**src/verilog/i2mt_map.vh**
```
// Register offsets, control fields, status codes and reset values of the transmit sequencer
`ifndef I2MT_MAP_VH
`define I2MT_MAP_VH
// Byte offsets on the register bus
`define I2MT_OFF_CTRL  8'h00
`define I2MT_OFF_STAT  8'h04
`define I2MT_OFF_DATA  8'h08
`define I2MT_OFF_RATE  8'h0c
`define I2MT_OFF_LINK  8'h10
// Control register bit positions
`define I2MT_B_FLAG    7
`define I2MT_B_ACKEN   6
`define I2MT_B_STA     5
`define I2MT_B_STO     4
`define I2MT_B_WCOL    3
`define I2MT_B_EN      2
`define I2MT_B_IEN     0
// Status codes, prescaler bits taken as zero
`define I2MT_ST_START  8'h08
`define I2MT_ST_RSTART 8'h10
`define I2MT_ST_AW_ACK 8'h18
`define I2MT_ST_AW_NAK 8'h20
`define I2MT_ST_D_ACK  8'h28
`define I2MT_ST_D_NAK  8'h30
`define I2MT_ST_ARBL   8'h38
`define I2MT_ST_AR_ACK 8'h40
`define I2MT_ST_AR_NAK 8'h48
`define I2MT_ST_NONE   8'hf8
// Reset values
`define I2MT_CTRL_RST  8'h00
`define I2MT_DATA_RST  8'hff
`define I2MT_PRE_RST   2'h0
`define I2MT_RATE_RST  8'h4d
`endif

```
**src/verilog/i2mt_sync.v**
```verilog
// Two-stage synchroniser for the serial clock and data pins
`timescale 1ns/1ps
`default_nettype none
module i2mt_sync #(
    parameter W = 2
) (
    // Clock and reset
    input  wire         clk_sys,
    input  wire         rst,
    // Raw pins and their synchronised copies
    input  wire [W-1:0] pin_in,
    output wire [W-1:0] pin_sync
);
    reg [W-1:0] meta_ff;
    reg [W-1:0] sync_ff;

    // One pair of flops per pin; released bus reads high after reset
    genvar i;
    generate
        for (i = 0; i < W; i = i + 1) begin : g_bit
            always @(posedge clk_sys or posedge rst) begin
                if (rst) begin
                    meta_ff[i] <= 1'b1;
                    sync_ff[i] <= 1'b1;
                end else begin
                    meta_ff[i] <= pin_in[i];
                    sync_ff[i] <= meta_ff[i];
                end
            end
        end
    endgenerate

    assign pin_sync = sync_ff;
endmodule // i2mt_sync
`default_nettype wire

```
**src/verilog/i2mt_tick.v**
```verilog
// Quarter-bit tick generator for the serial clock
`timescale 1ns/1ps
`default_nettype none
module i2mt_tick #(
    parameter W = 10
) (
    // Clock and reset
    input  wire         clk_sys,
    input  wire         rst,
    // Run enable and period (limit + 1 cycles)
    input  wire         run,
    input  wire [W-1:0] limit,
    output reg          tick_ff
);
    reg [W-1:0] cnt_ff;

    // Counter restarts whenever the engine is idle, so a sequence starts on a full quarter
    always @(posedge clk_sys or posedge rst) begin
        if (rst) begin
            cnt_ff  <= {W{1'b0}};
            tick_ff <= 1'b0;
        end else if (!run) begin
            cnt_ff  <= {W{1'b0}};
            tick_ff <= 1'b0;
        end else if (cnt_ff >= limit) begin
            cnt_ff  <= {W{1'b0}};
            tick_ff <= 1'b1;
        end else begin
            cnt_ff  <= cnt_ff + {{(W-1){1'b0}}, 1'b1};
            tick_ff <= 1'b0;
        end
    end
endmodule // i2mt_tick
`default_nettype wire

```
**src/verilog/i2mt_top.v**
```verilog
// Two-wire master transmit sequencer with classic Wishbone register slave
//
// Local design decisions: the Wishbone interface to the registers and the placing of the registers.
`timescale 1ns/1ps
`default_nettype none
`include "i2mt_map.vh"
module i2mt_top #(
    parameter RATE_W = 8
) (
    // Clock and reset
    input  wire        clk_sys,
    input  wire        rst,
    // Wishbone classic slave
    input  wire        wb_cyc_i,
    input  wire        wb_stb_i,
    input  wire        wb_we_i,
    input  wire [7:0]  wb_adr_i,
    input  wire [3:0]  wb_sel_i,
    input  wire [31:0] wb_dat_i,
    output reg  [31:0] wb_dat_o,
    output reg         wb_ack_o,
    // Open-drain serial clock
    input  wire        scl_i,
    output reg         scl_o,
    output reg         scl_oe,
    // Open-drain serial data
    input  wire        sda_i,
    output reg         sda_o,
    output reg         sda_oe
);
    // Engine states
    localparam [2:0] S_IDLE  = 3'd0;
    localparam [2:0] S_WFREE = 3'd1;
    localparam [2:0] S_START = 3'd2;
    localparam [2:0] S_BIT   = 3'd3;
    localparam [2:0] S_ACK   = 3'd4;
    localparam [2:0] S_HOLD  = 3'd5;
    localparam [2:0] S_STOP  = 3'd6;

    // Address decode shared by read and write paths
    function hit;
        input [7:0] adr;
        input [7:0] off;
        begin
            hit = (adr == off);
        end
    endfunction

    // Software-visible registers
    reg              flag_ff;
    reg              acken_ff;
    reg              sta_ff;
    reg              sto_ff;
    reg              wcol_ff;
    reg              en_ff;
    reg              ien_ff;
    reg [7:0]        data_ff;
    reg [1:0]        presc_ff;
    reg [RATE_W-1:0] rate_ff;
    // Engine state
    reg [2:0]        state_ff;
    reg [1:0]        phase_ff;
    reg [2:0]        bitn_ff;
    reg [7:0]        shift_ff;
    reg [7:0]        code_ff;
    reg              addr_ff;
    reg              ackok_ff;
    reg              owned_ff;
    reg              rx_mode_ff;
    reg              scl_pull_ff;
    reg              sda_pull_ff;
    // Bus monitor
    reg              scl_p_ff;
    reg              sda_p_ff;
    reg              busy_ff;
    // Next values
    reg [2:0]        nxt_state;
    reg [1:0]        nxt_phase;
    reg [2:0]        nxt_bitn;
    reg [7:0]        nxt_shift;
    reg [7:0]        nxt_code;
    reg              nxt_addr;
    reg              nxt_ackok;
    reg              nxt_owned;
    reg              nxt_rx_mode;
    reg              nxt_scl_pull;
    reg              nxt_sda_pull;
    reg              ev_set;
    reg              ev_sto_clr;

    wire [1:0] pin_sync;
    wire       scl_s = pin_sync[1];
    wire       sda_s = pin_sync[0];
    wire       tick;

    i2mt_sync #(.W(2)) u_sync (
        .clk_sys  (clk_sys),
        .rst      (rst),
        .pin_in   ({scl_i, sda_i}),
        .pin_sync (pin_sync)
    );

    i2mt_tick #(.W(RATE_W + 2)) u_tick (
        .clk_sys (clk_sys),
        .rst     (rst),
        .run     (state_ff != S_IDLE),
        .limit   ({presc_ff, rate_ff}),
        .tick_ff (tick)
    );

    // Bus access decode; write lands on the edge that raises ack
    wire req     = wb_cyc_i & wb_stb_i & ~wb_ack_o;
    wire wr      = req & wb_we_i & wb_sel_i[0];
    wire wr_ctrl = wr & hit(wb_adr_i, `I2MT_OFF_CTRL);
    wire wr_data = wr & hit(wb_adr_i, `I2MT_OFF_DATA);
    wire wr_stat = wr & hit(wb_adr_i, `I2MT_OFF_STAT);
    wire wr_rate = wr & hit(wb_adr_i, `I2MT_OFF_RATE);
    wire [7:0] wd = wb_dat_i[7:0];

    // Engine steps only while not suspended by the flag
    wire go  = en_ff & ~flag_ff;
    // Quarter two waits for the clock line really high, honouring stretching
    wire adv = tick & ~((phase_ff == 2'd2) & ~scl_s);

    // Bus free/busy from START and STOP seen on the wires
    always @(posedge clk_sys or posedge rst) begin
        if (rst) begin
            scl_p_ff <= 1'b1;
            sda_p_ff <= 1'b1;
            busy_ff  <= 1'b0;
        end else begin
            scl_p_ff <= scl_s;
            sda_p_ff <= sda_s;
            if (scl_s & scl_p_ff & sda_p_ff & ~sda_s)
                busy_ff <= 1'b1;
            else if (scl_s & scl_p_ff & ~sda_p_ff & sda_s)
                busy_ff <= 1'b0;
        end
    end

    // Byte sequencer: quarters 0..3 set data, raise clock, sample, drop clock
    always @* begin
        nxt_state    = state_ff;
        nxt_phase    = phase_ff;
        nxt_bitn     = bitn_ff;
        nxt_shift    = shift_ff;
        nxt_code     = code_ff;
        nxt_addr     = addr_ff;
        nxt_ackok    = ackok_ff;
        nxt_owned    = owned_ff;
        nxt_rx_mode  = rx_mode_ff;
        nxt_scl_pull = scl_pull_ff;
        nxt_sda_pull = sda_pull_ff;
        ev_set       = 1'b0;
        ev_sto_clr   = 1'b0;
        if (!en_ff) begin
            nxt_state    = S_IDLE;
            nxt_owned    = 1'b0;
            nxt_scl_pull = 1'b0;
            nxt_sda_pull = 1'b0;
        end else begin
            case (state_ff)
                S_IDLE: begin
                    nxt_scl_pull = 1'b0;
                    nxt_sda_pull = 1'b0;
                    if (go && sta_ff) begin
                        nxt_state = S_WFREE;
                    end else if (go && code_ff == `I2MT_ST_ARBL) begin
                        nxt_code = `I2MT_ST_NONE;
                    end
                end
                S_WFREE: begin
                    nxt_phase = 2'd0;
                    if (!busy_ff)
                        nxt_state = S_START;
                end
                S_START: if (adv) begin
                    nxt_phase = phase_ff + 2'd1;
                    case (phase_ff)
                        2'd0: nxt_sda_pull = 1'b0;
                        2'd1: nxt_scl_pull = 1'b0;
                        2'd2: nxt_sda_pull = 1'b1;
                        default: begin
                            nxt_scl_pull = 1'b1;
                            nxt_code  = owned_ff ? `I2MT_ST_RSTART
                                                 : `I2MT_ST_START;
                            nxt_owned = 1'b1;
                            ev_set    = 1'b1;
                            nxt_state = S_HOLD;
                        end
                    endcase
                end
                S_HOLD: if (go) begin
                    nxt_phase = 2'd0;
                    nxt_bitn  = 3'd7;
                    if (code_ff == `I2MT_ST_START || code_ff == `I2MT_ST_RSTART) begin
                        nxt_shift   = data_ff;
                        nxt_addr    = 1'b1;
                        nxt_rx_mode = data_ff[0];
                        nxt_state   = S_BIT;
                    end else if (sta_ff && !sto_ff) begin
                        nxt_state = S_START;
                    end else if (sto_ff) begin
                        nxt_state = S_STOP;
                    end else begin
                        nxt_shift = data_ff;
                        nxt_addr  = 1'b0;
                        nxt_state = S_BIT;
                    end
                end
                S_BIT: if (adv) begin
                    nxt_phase = phase_ff + 2'd1;
                    case (phase_ff)
                        2'd0: nxt_sda_pull = ~shift_ff[7];
                        2'd1: nxt_scl_pull = 1'b0;
                        2'd2: if (shift_ff[7] && !sda_s) begin
                            nxt_code     = `I2MT_ST_ARBL;
                            nxt_owned    = 1'b0;
                            nxt_sda_pull = 1'b0;
                            ev_set       = 1'b1;
                            nxt_state    = S_IDLE;
                        end
                        default: begin
                            nxt_scl_pull = 1'b1;
                            nxt_shift    = {shift_ff[6:0], 1'b0};
                            nxt_bitn     = bitn_ff - 3'd1;
                            if (bitn_ff == 3'd0)
                                nxt_state = S_ACK;
                        end
                    endcase
                end
                S_ACK: if (adv) begin
                    nxt_phase = phase_ff + 2'd1;
                    case (phase_ff)
                        2'd0: nxt_sda_pull = 1'b0;
                        2'd1: nxt_scl_pull = 1'b0;
                        2'd2: nxt_ackok = ~sda_s;
                        default: begin
                            nxt_scl_pull = 1'b1;
                            ev_set       = 1'b1;
                            nxt_state    = S_HOLD;
                            if (addr_ff && rx_mode_ff)
                                nxt_code = ackok_ff ? `I2MT_ST_AR_ACK : `I2MT_ST_AR_NAK;
                            else if (addr_ff)
                                nxt_code = ackok_ff ? `I2MT_ST_AW_ACK : `I2MT_ST_AW_NAK;
                            else
                                nxt_code = ackok_ff ? `I2MT_ST_D_ACK : `I2MT_ST_D_NAK;
                        end
                    endcase
                end
                S_STOP: if (adv) begin
                    nxt_phase = phase_ff + 2'd1;
                    case (phase_ff)
                        2'd0: nxt_sda_pull = 1'b1;
                        2'd1: nxt_scl_pull = 1'b0;
                        2'd2: nxt_sda_pull = 1'b0;
                        default: begin
                            ev_sto_clr = 1'b1;
                            nxt_owned  = 1'b0;
                            nxt_code   = `I2MT_ST_NONE;
                            nxt_state  = sta_ff ? S_WFREE : S_IDLE;
                        end
                    endcase
                end
                default: nxt_state = S_IDLE;
            endcase
        end
    end

    // Engine registers
    always @(posedge clk_sys or posedge rst) begin
        if (rst) begin
            state_ff    <= S_IDLE;
            phase_ff    <= 2'd0;
            bitn_ff     <= 3'd7;
            shift_ff    <= 8'h00;
            code_ff     <= `I2MT_ST_NONE;
            addr_ff     <= 1'b0;
            ackok_ff    <= 1'b0;
            owned_ff    <= 1'b0;
            rx_mode_ff  <= 1'b0;
            scl_pull_ff <= 1'b0;
            sda_pull_ff <= 1'b0;
        end else begin
            state_ff    <= nxt_state;
            phase_ff    <= nxt_phase;
            bitn_ff     <= nxt_bitn;
            shift_ff    <= nxt_shift;
            code_ff     <= nxt_code;
            addr_ff     <= nxt_addr;
            ackok_ff    <= nxt_ackok;
            owned_ff    <= nxt_owned;
            rx_mode_ff  <= nxt_rx_mode;
            scl_pull_ff <= nxt_scl_pull;
            sda_pull_ff <= nxt_sda_pull;
        end
    end

    // Software registers; a hardware flag set beats a same-cycle clear
    always @(posedge clk_sys or posedge rst) begin
        if (rst) begin
            flag_ff  <= 1'b0;
            acken_ff <= 1'b0;
            sta_ff   <= 1'b0;
            sto_ff   <= 1'b0;
            wcol_ff  <= 1'b0;
            en_ff    <= 1'b0;
            ien_ff   <= 1'b0;
            data_ff  <= `I2MT_DATA_RST;
            presc_ff <= `I2MT_PRE_RST;
            rate_ff  <= `I2MT_RATE_RST;
        end else begin
            if (ev_set)
                flag_ff <= 1'b1;
            else if (wr_ctrl && wd[`I2MT_B_FLAG])
                flag_ff <= 1'b0;
            if (wr_ctrl) begin
                acken_ff <= wd[`I2MT_B_ACKEN];
                sta_ff   <= wd[`I2MT_B_STA];
                sto_ff   <= wd[`I2MT_B_STO];
                en_ff    <= wd[`I2MT_B_EN];
                ien_ff   <= wd[`I2MT_B_IEN];
            end else if (ev_sto_clr) begin
                sto_ff   <= 1'b0;
            end
            // The byte is taken only while the flag is set; a write with the flag low is refused and sets the collision bit
            if (wr_data && flag_ff) begin
                data_ff <= wd;
                wcol_ff <= 1'b0;
            end else if (wr_data) begin
                wcol_ff <= 1'b1;
            end
            if (wr_stat)
                presc_ff <= wd[1:0];
            if (wr_rate)
                rate_ff <= wd[RATE_W-1:0];
        end
    end

    // Bus answer one cycle after the request; unmapped reads return zero
    always @(posedge clk_sys or posedge rst) begin
        if (rst) begin
            wb_ack_o <= 1'b0;
            wb_dat_o <= 32'h0000_0000;
        end else begin
            wb_ack_o <= req;
            if (req) begin
                if (hit(wb_adr_i, `I2MT_OFF_CTRL))
                    wb_dat_o <= {24'h00_0000, flag_ff, acken_ff, sta_ff, sto_ff,
                                 wcol_ff, en_ff, 1'b0, ien_ff};
                else if (hit(wb_adr_i, `I2MT_OFF_STAT))
                    wb_dat_o <= {24'h00_0000, code_ff[7:3], 1'b0, presc_ff};
                else if (hit(wb_adr_i, `I2MT_OFF_DATA))
                    wb_dat_o <= {24'h00_0000, data_ff};
                else if (hit(wb_adr_i, `I2MT_OFF_RATE))
                    wb_dat_o <= {{(32-RATE_W){1'b0}}, rate_ff};
                else if (hit(wb_adr_i, `I2MT_OFF_LINK))
                    wb_dat_o <= {29'h0000_0000, rx_mode_ff, owned_ff, busy_ff};
                else
                    wb_dat_o <= 32'h0000_0000;
            end
        end
    end

    // Pin drivers: open drain, the wire is only ever pulled low
    always @(posedge clk_sys or posedge rst) begin
        if (rst) begin
            scl_o  <= 1'b0;
            sda_o  <= 1'b0;
            scl_oe <= 1'b0;
            sda_oe <= 1'b0;
        end else begin
            scl_o  <= 1'b0;
            sda_o  <= 1'b0;
            scl_oe <= nxt_scl_pull;
            sda_oe <= nxt_sda_pull;
        end
    end
endmodule // i2mt_top
`default_nettype wire
```
**config.mk**
```make
export PLATFORM = sky130hd
export DESIGN_NAME = i2mt_top
export DESIGN_NICKNAME = d
export VERILOG_FILES = /design/src/verilog/i2mt_sync.v /design/src/verilog/i2mt_tick.v /design/src/verilog/i2mt_top.v
export VERILOG_INCLUDE_DIRS = /design/src /design/src/verilog
export SDC_FILE = /design/constraint.sdc
export NUM_CORES = 1
export LEC_CHECK = 0
export ABC_AREA = 1
export BUFFER_PORTS_ARGS = -buffer_cell sky130_fd_sc_hd__buf_2
export CAP_MARGIN = 10
export CORE_MARGIN = 2
export CORE_UTILIZATION = 60
export DETAILED_ROUTE_END_ITERATION = 8
export PLACE_DENSITY = 0.87
export SETUP_SLACK_MARGIN = 0.1
export SYNTH_ARGS = -nofsm -noshare
export SYNTH_HDL_FRONTEND = slang
export SYNTH_SLANG_ARGS = --single-unit
```
**constraint.sdc**
```tcl
create_clock -name clk_sys -period 5.5 [get_ports clk_sys]
set_input_delay 0.55 -clock clk_sys [delete_from_list [all_inputs] [get_ports clk_sys]]
set_output_delay 0.55 -clock clk_sys [all_outputs]
set_load 0.02 [all_outputs]
```
After elaboration in Yosys (flattened, before gate mapping). Cells that the tools add are included. Widths: inputs -> output; s select.

Eq/ne operators: 59. Magnitude comparators: 1. $add $sub $neg: 3. Multiplexer cells: 103. Reductions and logical operators: 39. Bitwise gates (word level): 23.

Operator list (number): $mux 8 (21); $mux 3 (18); $ne 3x3->1 const B (18); $mux 1 (40); $pmux 8 s5 (1); $ne 2x2->1 const B (14); $eq 8x4->1 const B (3); $mux 10 (2); $ne 4x4->1 const B (5); $pmux 3 s6 (1); $and 1x1->1 (16); $eq 8x5->1 const B (2); $pmux 8 s2 (1); $reduce_and 5->1 (3); $reduce_and 13->1 (1); $mux 6 (2); $pmux 3 s2 (2); $reduce_and 4->1 (3); $reduce_and 11->1 (1); $add 10x1->10 const B (1); $ge 10x10->1 (1); $mux 5 (2); $pmux 1 s2 (5); $reduce_and 10->1 (1); other kinds (35) (64).

Register bits after elaboration: 106. Word-level logic and storage cells: 260.

Depth between registers and ports, before layout.
Depth after elaboration: 9. Depth in mapped cells: 11.

Modules after synthesis. Synthesis repeated with hierarchy kept, for this count alone.

Cells, all modules: 610. Area, all modules: 4732.0 µm².

By module, submodules not included: i2mt_top (times used 1, area an instance 3842.4 µm², cells an instance 508); i2mt_tick (times used 1, area an instance 780.7 µm², cells an instance 97); i2mt_sync (times used 1, area an instance 108.9 µm², cells an instance 5).

Worst setup path before layout. OpenSTA, ideal clock, no wires.

Path type: register to register. Start: reg rate_ff[6]. End: reg u_tick.cnt_ff[8]. Clock period less this slack: 1638 ps. Library setup time: 132 ps. Cell stages (with the launch flop): 9. Arrival time: 1506 ps. Path buffers: 1. Required time: 5368 ps. Slack: 3862 ps. Cell sequence: dfstp_2 > inv_1 > ha_1 > nand2_1 > nor2_1 > o211ai_1 > nand4_1 > clkbuf_1 > nor2_1.

Word-level cells in the longest chain between the ends: 3.

Ends and longest elaborated chain: from (decl) (RTL line i2mt_top.v:59) `reg [RATE_W-1:0] rate_ff;`; from (signal assigned) (RTL line i2mt_top.v:311) `` rate_ff <= `I2MT_RATE_RST; ``; from (signal assigned) (RTL line i2mt_top.v:336) `rate_ff <= wd[RATE_W-1:0];`; $ge 10x10->1 (RTL line i2mt_tick.v:25) `end else if (cnt_ff >= limit) begin`; $mux 10 (RTL line i2mt_tick.v:25); $mux 10 (RTL line i2mt_tick.v:22) `end else if (!run) begin`; to (signal assigned) (RTL line i2mt_tick.v:23) `cnt_ff <= {W{1'b0}};`; to (signal assigned) (RTL line i2mt_tick.v:26) `cnt_ff <= {W{1'b0}};`; to (signal assigned) (RTL line i2mt_tick.v:29) `cnt_ff <= cnt_ff + {{(W-1){1'b0}}, 1'b1};`; to (decl) (RTL line i2mt_tick.v:15) `reg [W-1:0] cnt_ff;`.

Every way passes these cells. A chain may end at the register's enable or synchronous reset.

Worst setup path in the final report.
Start: reg state_ff[1]. End: reg code_ff[3].

Word-level cells in the longest chain between the ends: 3. Elaborated cells between the ends (all ways): 19.

Ends and longest elaborated chain: from (decl) (RTL line i2mt_top.v:61) `reg [2:0] state_ff;`; from (signal assigned) (RTL line i2mt_top.v:285) `state_ff <= nxt_state;`; $eq 3x3->1, or another cell as far along (RTL line i2mt_top.v:162) `case (state_ff)`; $reduce_bool 5->1 (no source line) / $ne 2x2->1 (equally long branches); $reduce_and 13->1 (no source line); to (signal assigned) (RTL line i2mt_top.v:277) `` code_ff <= `I2MT_ST_NONE; ``; to (signal assigned) (RTL line i2mt_top.v:289) `code_ff <= nxt_code;`; to (decl) (RTL line i2mt_top.v:65) `reg [7:0] code_ff;`.

Parallel ways exist; a longest one is shown, timed or not.

==> impl_metrics.csv <==
group,metric,value,unit
status,status,"complete, no violations",
setup_path,required,5.78,ns
cts,cts_buffer_depth,2,
power,p_total,1.20,mW
die,die-area,0.00859,mm^2
finish,regArea,0.00201,mm^2
drt,routedWlPerCell,14.6,um
finish,n_antenna_cell,0,
power,netSwitchingFraction,24.1,%
drt,routed_wl,11000,um
power,power.internal,912,uW
power,clockPowerShare,44.9,%
yosys,yosys_register_bits,79,
sta,max_freq,474,MHz
setup_path,timing.rr.start,"state_ff[1]$_DFFE_PP0P_",
grt,antenna_found_initial,0,
die,initial_core_util,61.4,%
drt,drc,0,
grt,gr-total-overflow,0,
flow_run,maxCapViolations,0,
yosys,avgSynthCellArea,7.62,um^2
sta,fin_crit_sh,38.4,%
drt,vias,4195,
sta,rsz0062_at_grt,"false",
die,die-height,92.7,um
cts,path_clk_slew,0.09,ns
grt,grt_pass1_wl,18300,um
cts,clk_latency,0.36,ns
drt,postRouteAntennaNets,0,
cts,post_cts_buffers,0,
setup_path,crit_fanout,13,
power,p_leak,2.42,nW
yosys,yosys_warnings,0,
setup_path,arrival,2.39,ns
drt,drtPass1Iterations,5,
sta,fin_skew,0.0108,ns
finish,syn2layout_area_growth,7.82,%
power,seqPwrFrac,49.7,%
grt,grt_pass1_vias,3951,
place,place_ws,3.46,ns
die,pin_count,88,
setup_path,r2r_slack,3.39,ns
finish,fillers,654,
setup_path,rr_worst_depth,6,
grt,grt_max_degree,80,
yosys,synth_edf_count,0,
cts,cts_made_buffers,9,
cts,holdBufCountCts,0,
power,power_density,236,mW/mm^2
sta,final-hold-violation-count,0,
cts,numClockSinks,79,
drt,drt-initial-drc-count,312,
drt,viasPerCell,5.55,
place,place.port_buffers,34,
yosys,synth_cell_types,37,
sta,slew_headroom,35.5,%
setup_path,critPathLaunchType,"flop",
yosys,synth_flop_cell,"dfrtp_1",
grt,grt_use_total,27.1,%
min_path,worstHoldPathCells,1,
die,fp.dieW,92.7,um
setup_path,worstSetupEndpointType,"flop",
yosys,netlist_area,0.00472,mm^2
sta,slew_violations,0,
place,dp_hpwl,8170,um
sta,finalSetupTns,0,ns
die,core_area,0.00769,mm^2
cts,cts_max_level,3,
cts,cts_root_buf,"clkbuf_8",
power,p_sw,289,uW
setup_path,worst_r2r_endpoint,"code_ff[3]$_DFFE_PP1P_",
yosys,synth_cells,619,
yosys,ys_seq_area_share,42.6,%
min_path,hold_class,"primary input to flop",
power,combPwrFrac,5.4,%
sta,period_minus_slack,2.11,ns
sta,worst_slack,3.39,ns
sta,setup_violations,0,
cts,cts_resized,0,
yosys,async_reset_ff_share,100,%
finish,drive_gt1_share,16.8,%
setup_path,critical_path_class,"flop to flop",
sta,tightest_slew,0.967,ns
finish,multiInputGateArea,0.00224,mm^2
place,gp_congestion,0.938,
power,ir_worst_vdd,0.203,mV
setup_path,setup.worst_path.end,"code_ff[3]$_DFFE_PP1P_",
finish,nets,718,
cts,cts_tree,"built",
die,num_rows,32,
setup_path,critPathLaunch,"state_ff[1]$_DFFE_PP0P_",
worst max-delay path, cell delays in order, from the launching register on:
cell and delay, ns:
dfrtp_1 0.66, nor2_2 0.11, nand2_1 0.40, nand2_1 0.16, nand2_1 0.10, nand3_1 0.33, o21ai_1 0.26
cell type report:
| cell class | count | area share [%] |
|---|---|---|
| timing repair buffer | 35 | 3.49 |
| tap | 102 | 2.51 |
| multi-input combinational | 450 | 44.0 |
| clock buffer | 9 | 2.43 |
| sequential | 79 | 39.5 |
| inverter | 74 | 5.56 |
| clock inverter | 7 | 2.48 |
cell usage after synthesis, types with 5 or more instances:
cell	instances	share of area, %
nand2_1	166	13
nand2_2	5	0.66
nand4_1	17	2.3
inv_2	9	0.72
o21ai_0	30	3.2
nor3_1	12	1.3
a21oi_1	16	1.7
nand3_1	38	4.0
dfstp_2	26	14
inv_1	63	5.0
buf_4	28	4.5
o21ai_1	39	4.1
nor2_4	7	1.7
dfrtp_1	53	28
clkbuf_1	5	0.40
buf_2	5	0.53
o211ai_1	7	1.1
ha_1	18	4.8
nor2_1	50	4.0
flip-flops by register name, summed over array words and instances, names as in the netlist, 2 cells and up:
register         cells
u_tick.cnt_ff       10
code_ff              5
u_sync.meta_ff       2
phase_ff             2
data_ff              8
shift_ff             8
bitn_ff              3
state_ff             3
u_sync.pin_sync      2
wb_dat_o             8
presc_ff             2
rate_ff              8
power by group through the flow:
| stage | clock network (mW) | logic, mW | registers (mW) |
|---|---|---|---|
| after CTS | 0.543 | 0.0659 | 0.597 |
| after detailed placement | 0 | 0.0656 | 0.607 |
| final | 0.540 | 0.0653 | 0.597 |
| after global routing | 0.571 | 0.0736 | 0.598 |
| after global placement | 0 | 0.0637 | 0.607 |
| after floorplan | 0 | 0.0584 | 0.606 |
through the flow:
stage          cell area [um^2]  util (%)  hold WS [ns]  instances
6_report                   5090      66.2         0.289        756
5_1_grt                    5090      66.2         0.281        756
4_1_cts                    5090      66.2         0.285        756
3_5_place_dp               4840      62.9         0.348        740
3_3_place_gp               4840      62.9         0.346        740
2_1_floorplan              4810         -         0.345        644
cell usage in the layout, fill, tap and decap left out:
master,n
a21boi_0,1
a21boi_2,1
a21oi_1,16
a31o_2,1
a31oi_1,2
and3_1,2
buf_2,34
buf_4,1
bufinv_16,3
clkbuf_8,9
clkinvlp_4,1
conb_1,26
dfrtp_1,53
dfstp_2,26
ha_1,18
inv_1,62
inv_2,10
inv_4,2
inv_6,2
inv_8,1
nand2_1,166
nand2_2,5
nand2_4,1
nand3_1,38
nand3_2,1
nand4_1,17
nand4_4,1
nor2_1,50
nor2_2,2
nor2_4,7
nor3_1,12
nor3_2,1
o211ai_1,7
o21a_1,2
o21ai_0,30
o21ai_1,39
o31ai_1,2
or2_2,1
xor2_1,1
worst min path at each step:
stage | startpoint | to | slack (ns)
floorplan | u_sync.meta_ff[0]$_DFF_PP1_ | u_sync.pin_sync[0]$_DFF_PP1_ | 0.35
global placement | u_sync.meta_ff[1]$_DFF_PP1_ | u_sync.pin_sync[1]$_DFF_PP1_ | 0.35
detailed placement | u_sync.meta_ff[1]$_DFF_PP1_ | u_sync.pin_sync[1]$_DFF_PP1_ | 0.35
CTS | scl_i | u_sync.meta_ff[1]$_DFF_PP1_ | 0.28
global route | scl_i | u_sync.meta_ff[1]$_DFF_PP1_ | 0.28
finish | scl_i | u_sync.meta_ff[1]$_DFF_PP1_ | 0.29
layer usage:
layer | vias to the layer above | GRT usage (%) | part of all wire [%]
li1 | 2027 | - | -
met1 | 1952 | 36.5 | 44
met2 | 187 | 44.2 | 47
met3 | 29 | 4.15 | 6.7
met4 | 0 | 11.2 | 2.8
met5 | - | 0 | 0
cells by family (layout without fill, tap and decap cells):
| logic type | after synthesis | after routing | synth area share, % |
|---|---|---|---|
| buffers and inverters | 115 | 125 | 11.9 |
| adder cells (fa/ha/maj) | 18 | 18 | 4.77 |
| flip-flops | 79 | 79 | 42.6 |
| XOR/XNOR | 1 | 1 | 0.186 |
| AND/OR/NAND/NOR | 304 | 304 | 28.8 |
| other | 1 | 26 | 0.0795 |
| AO/OA/AOI/OAI | 101 | 101 | 11.6 |
Note: power is estimated with default switching activity, not from simulation.
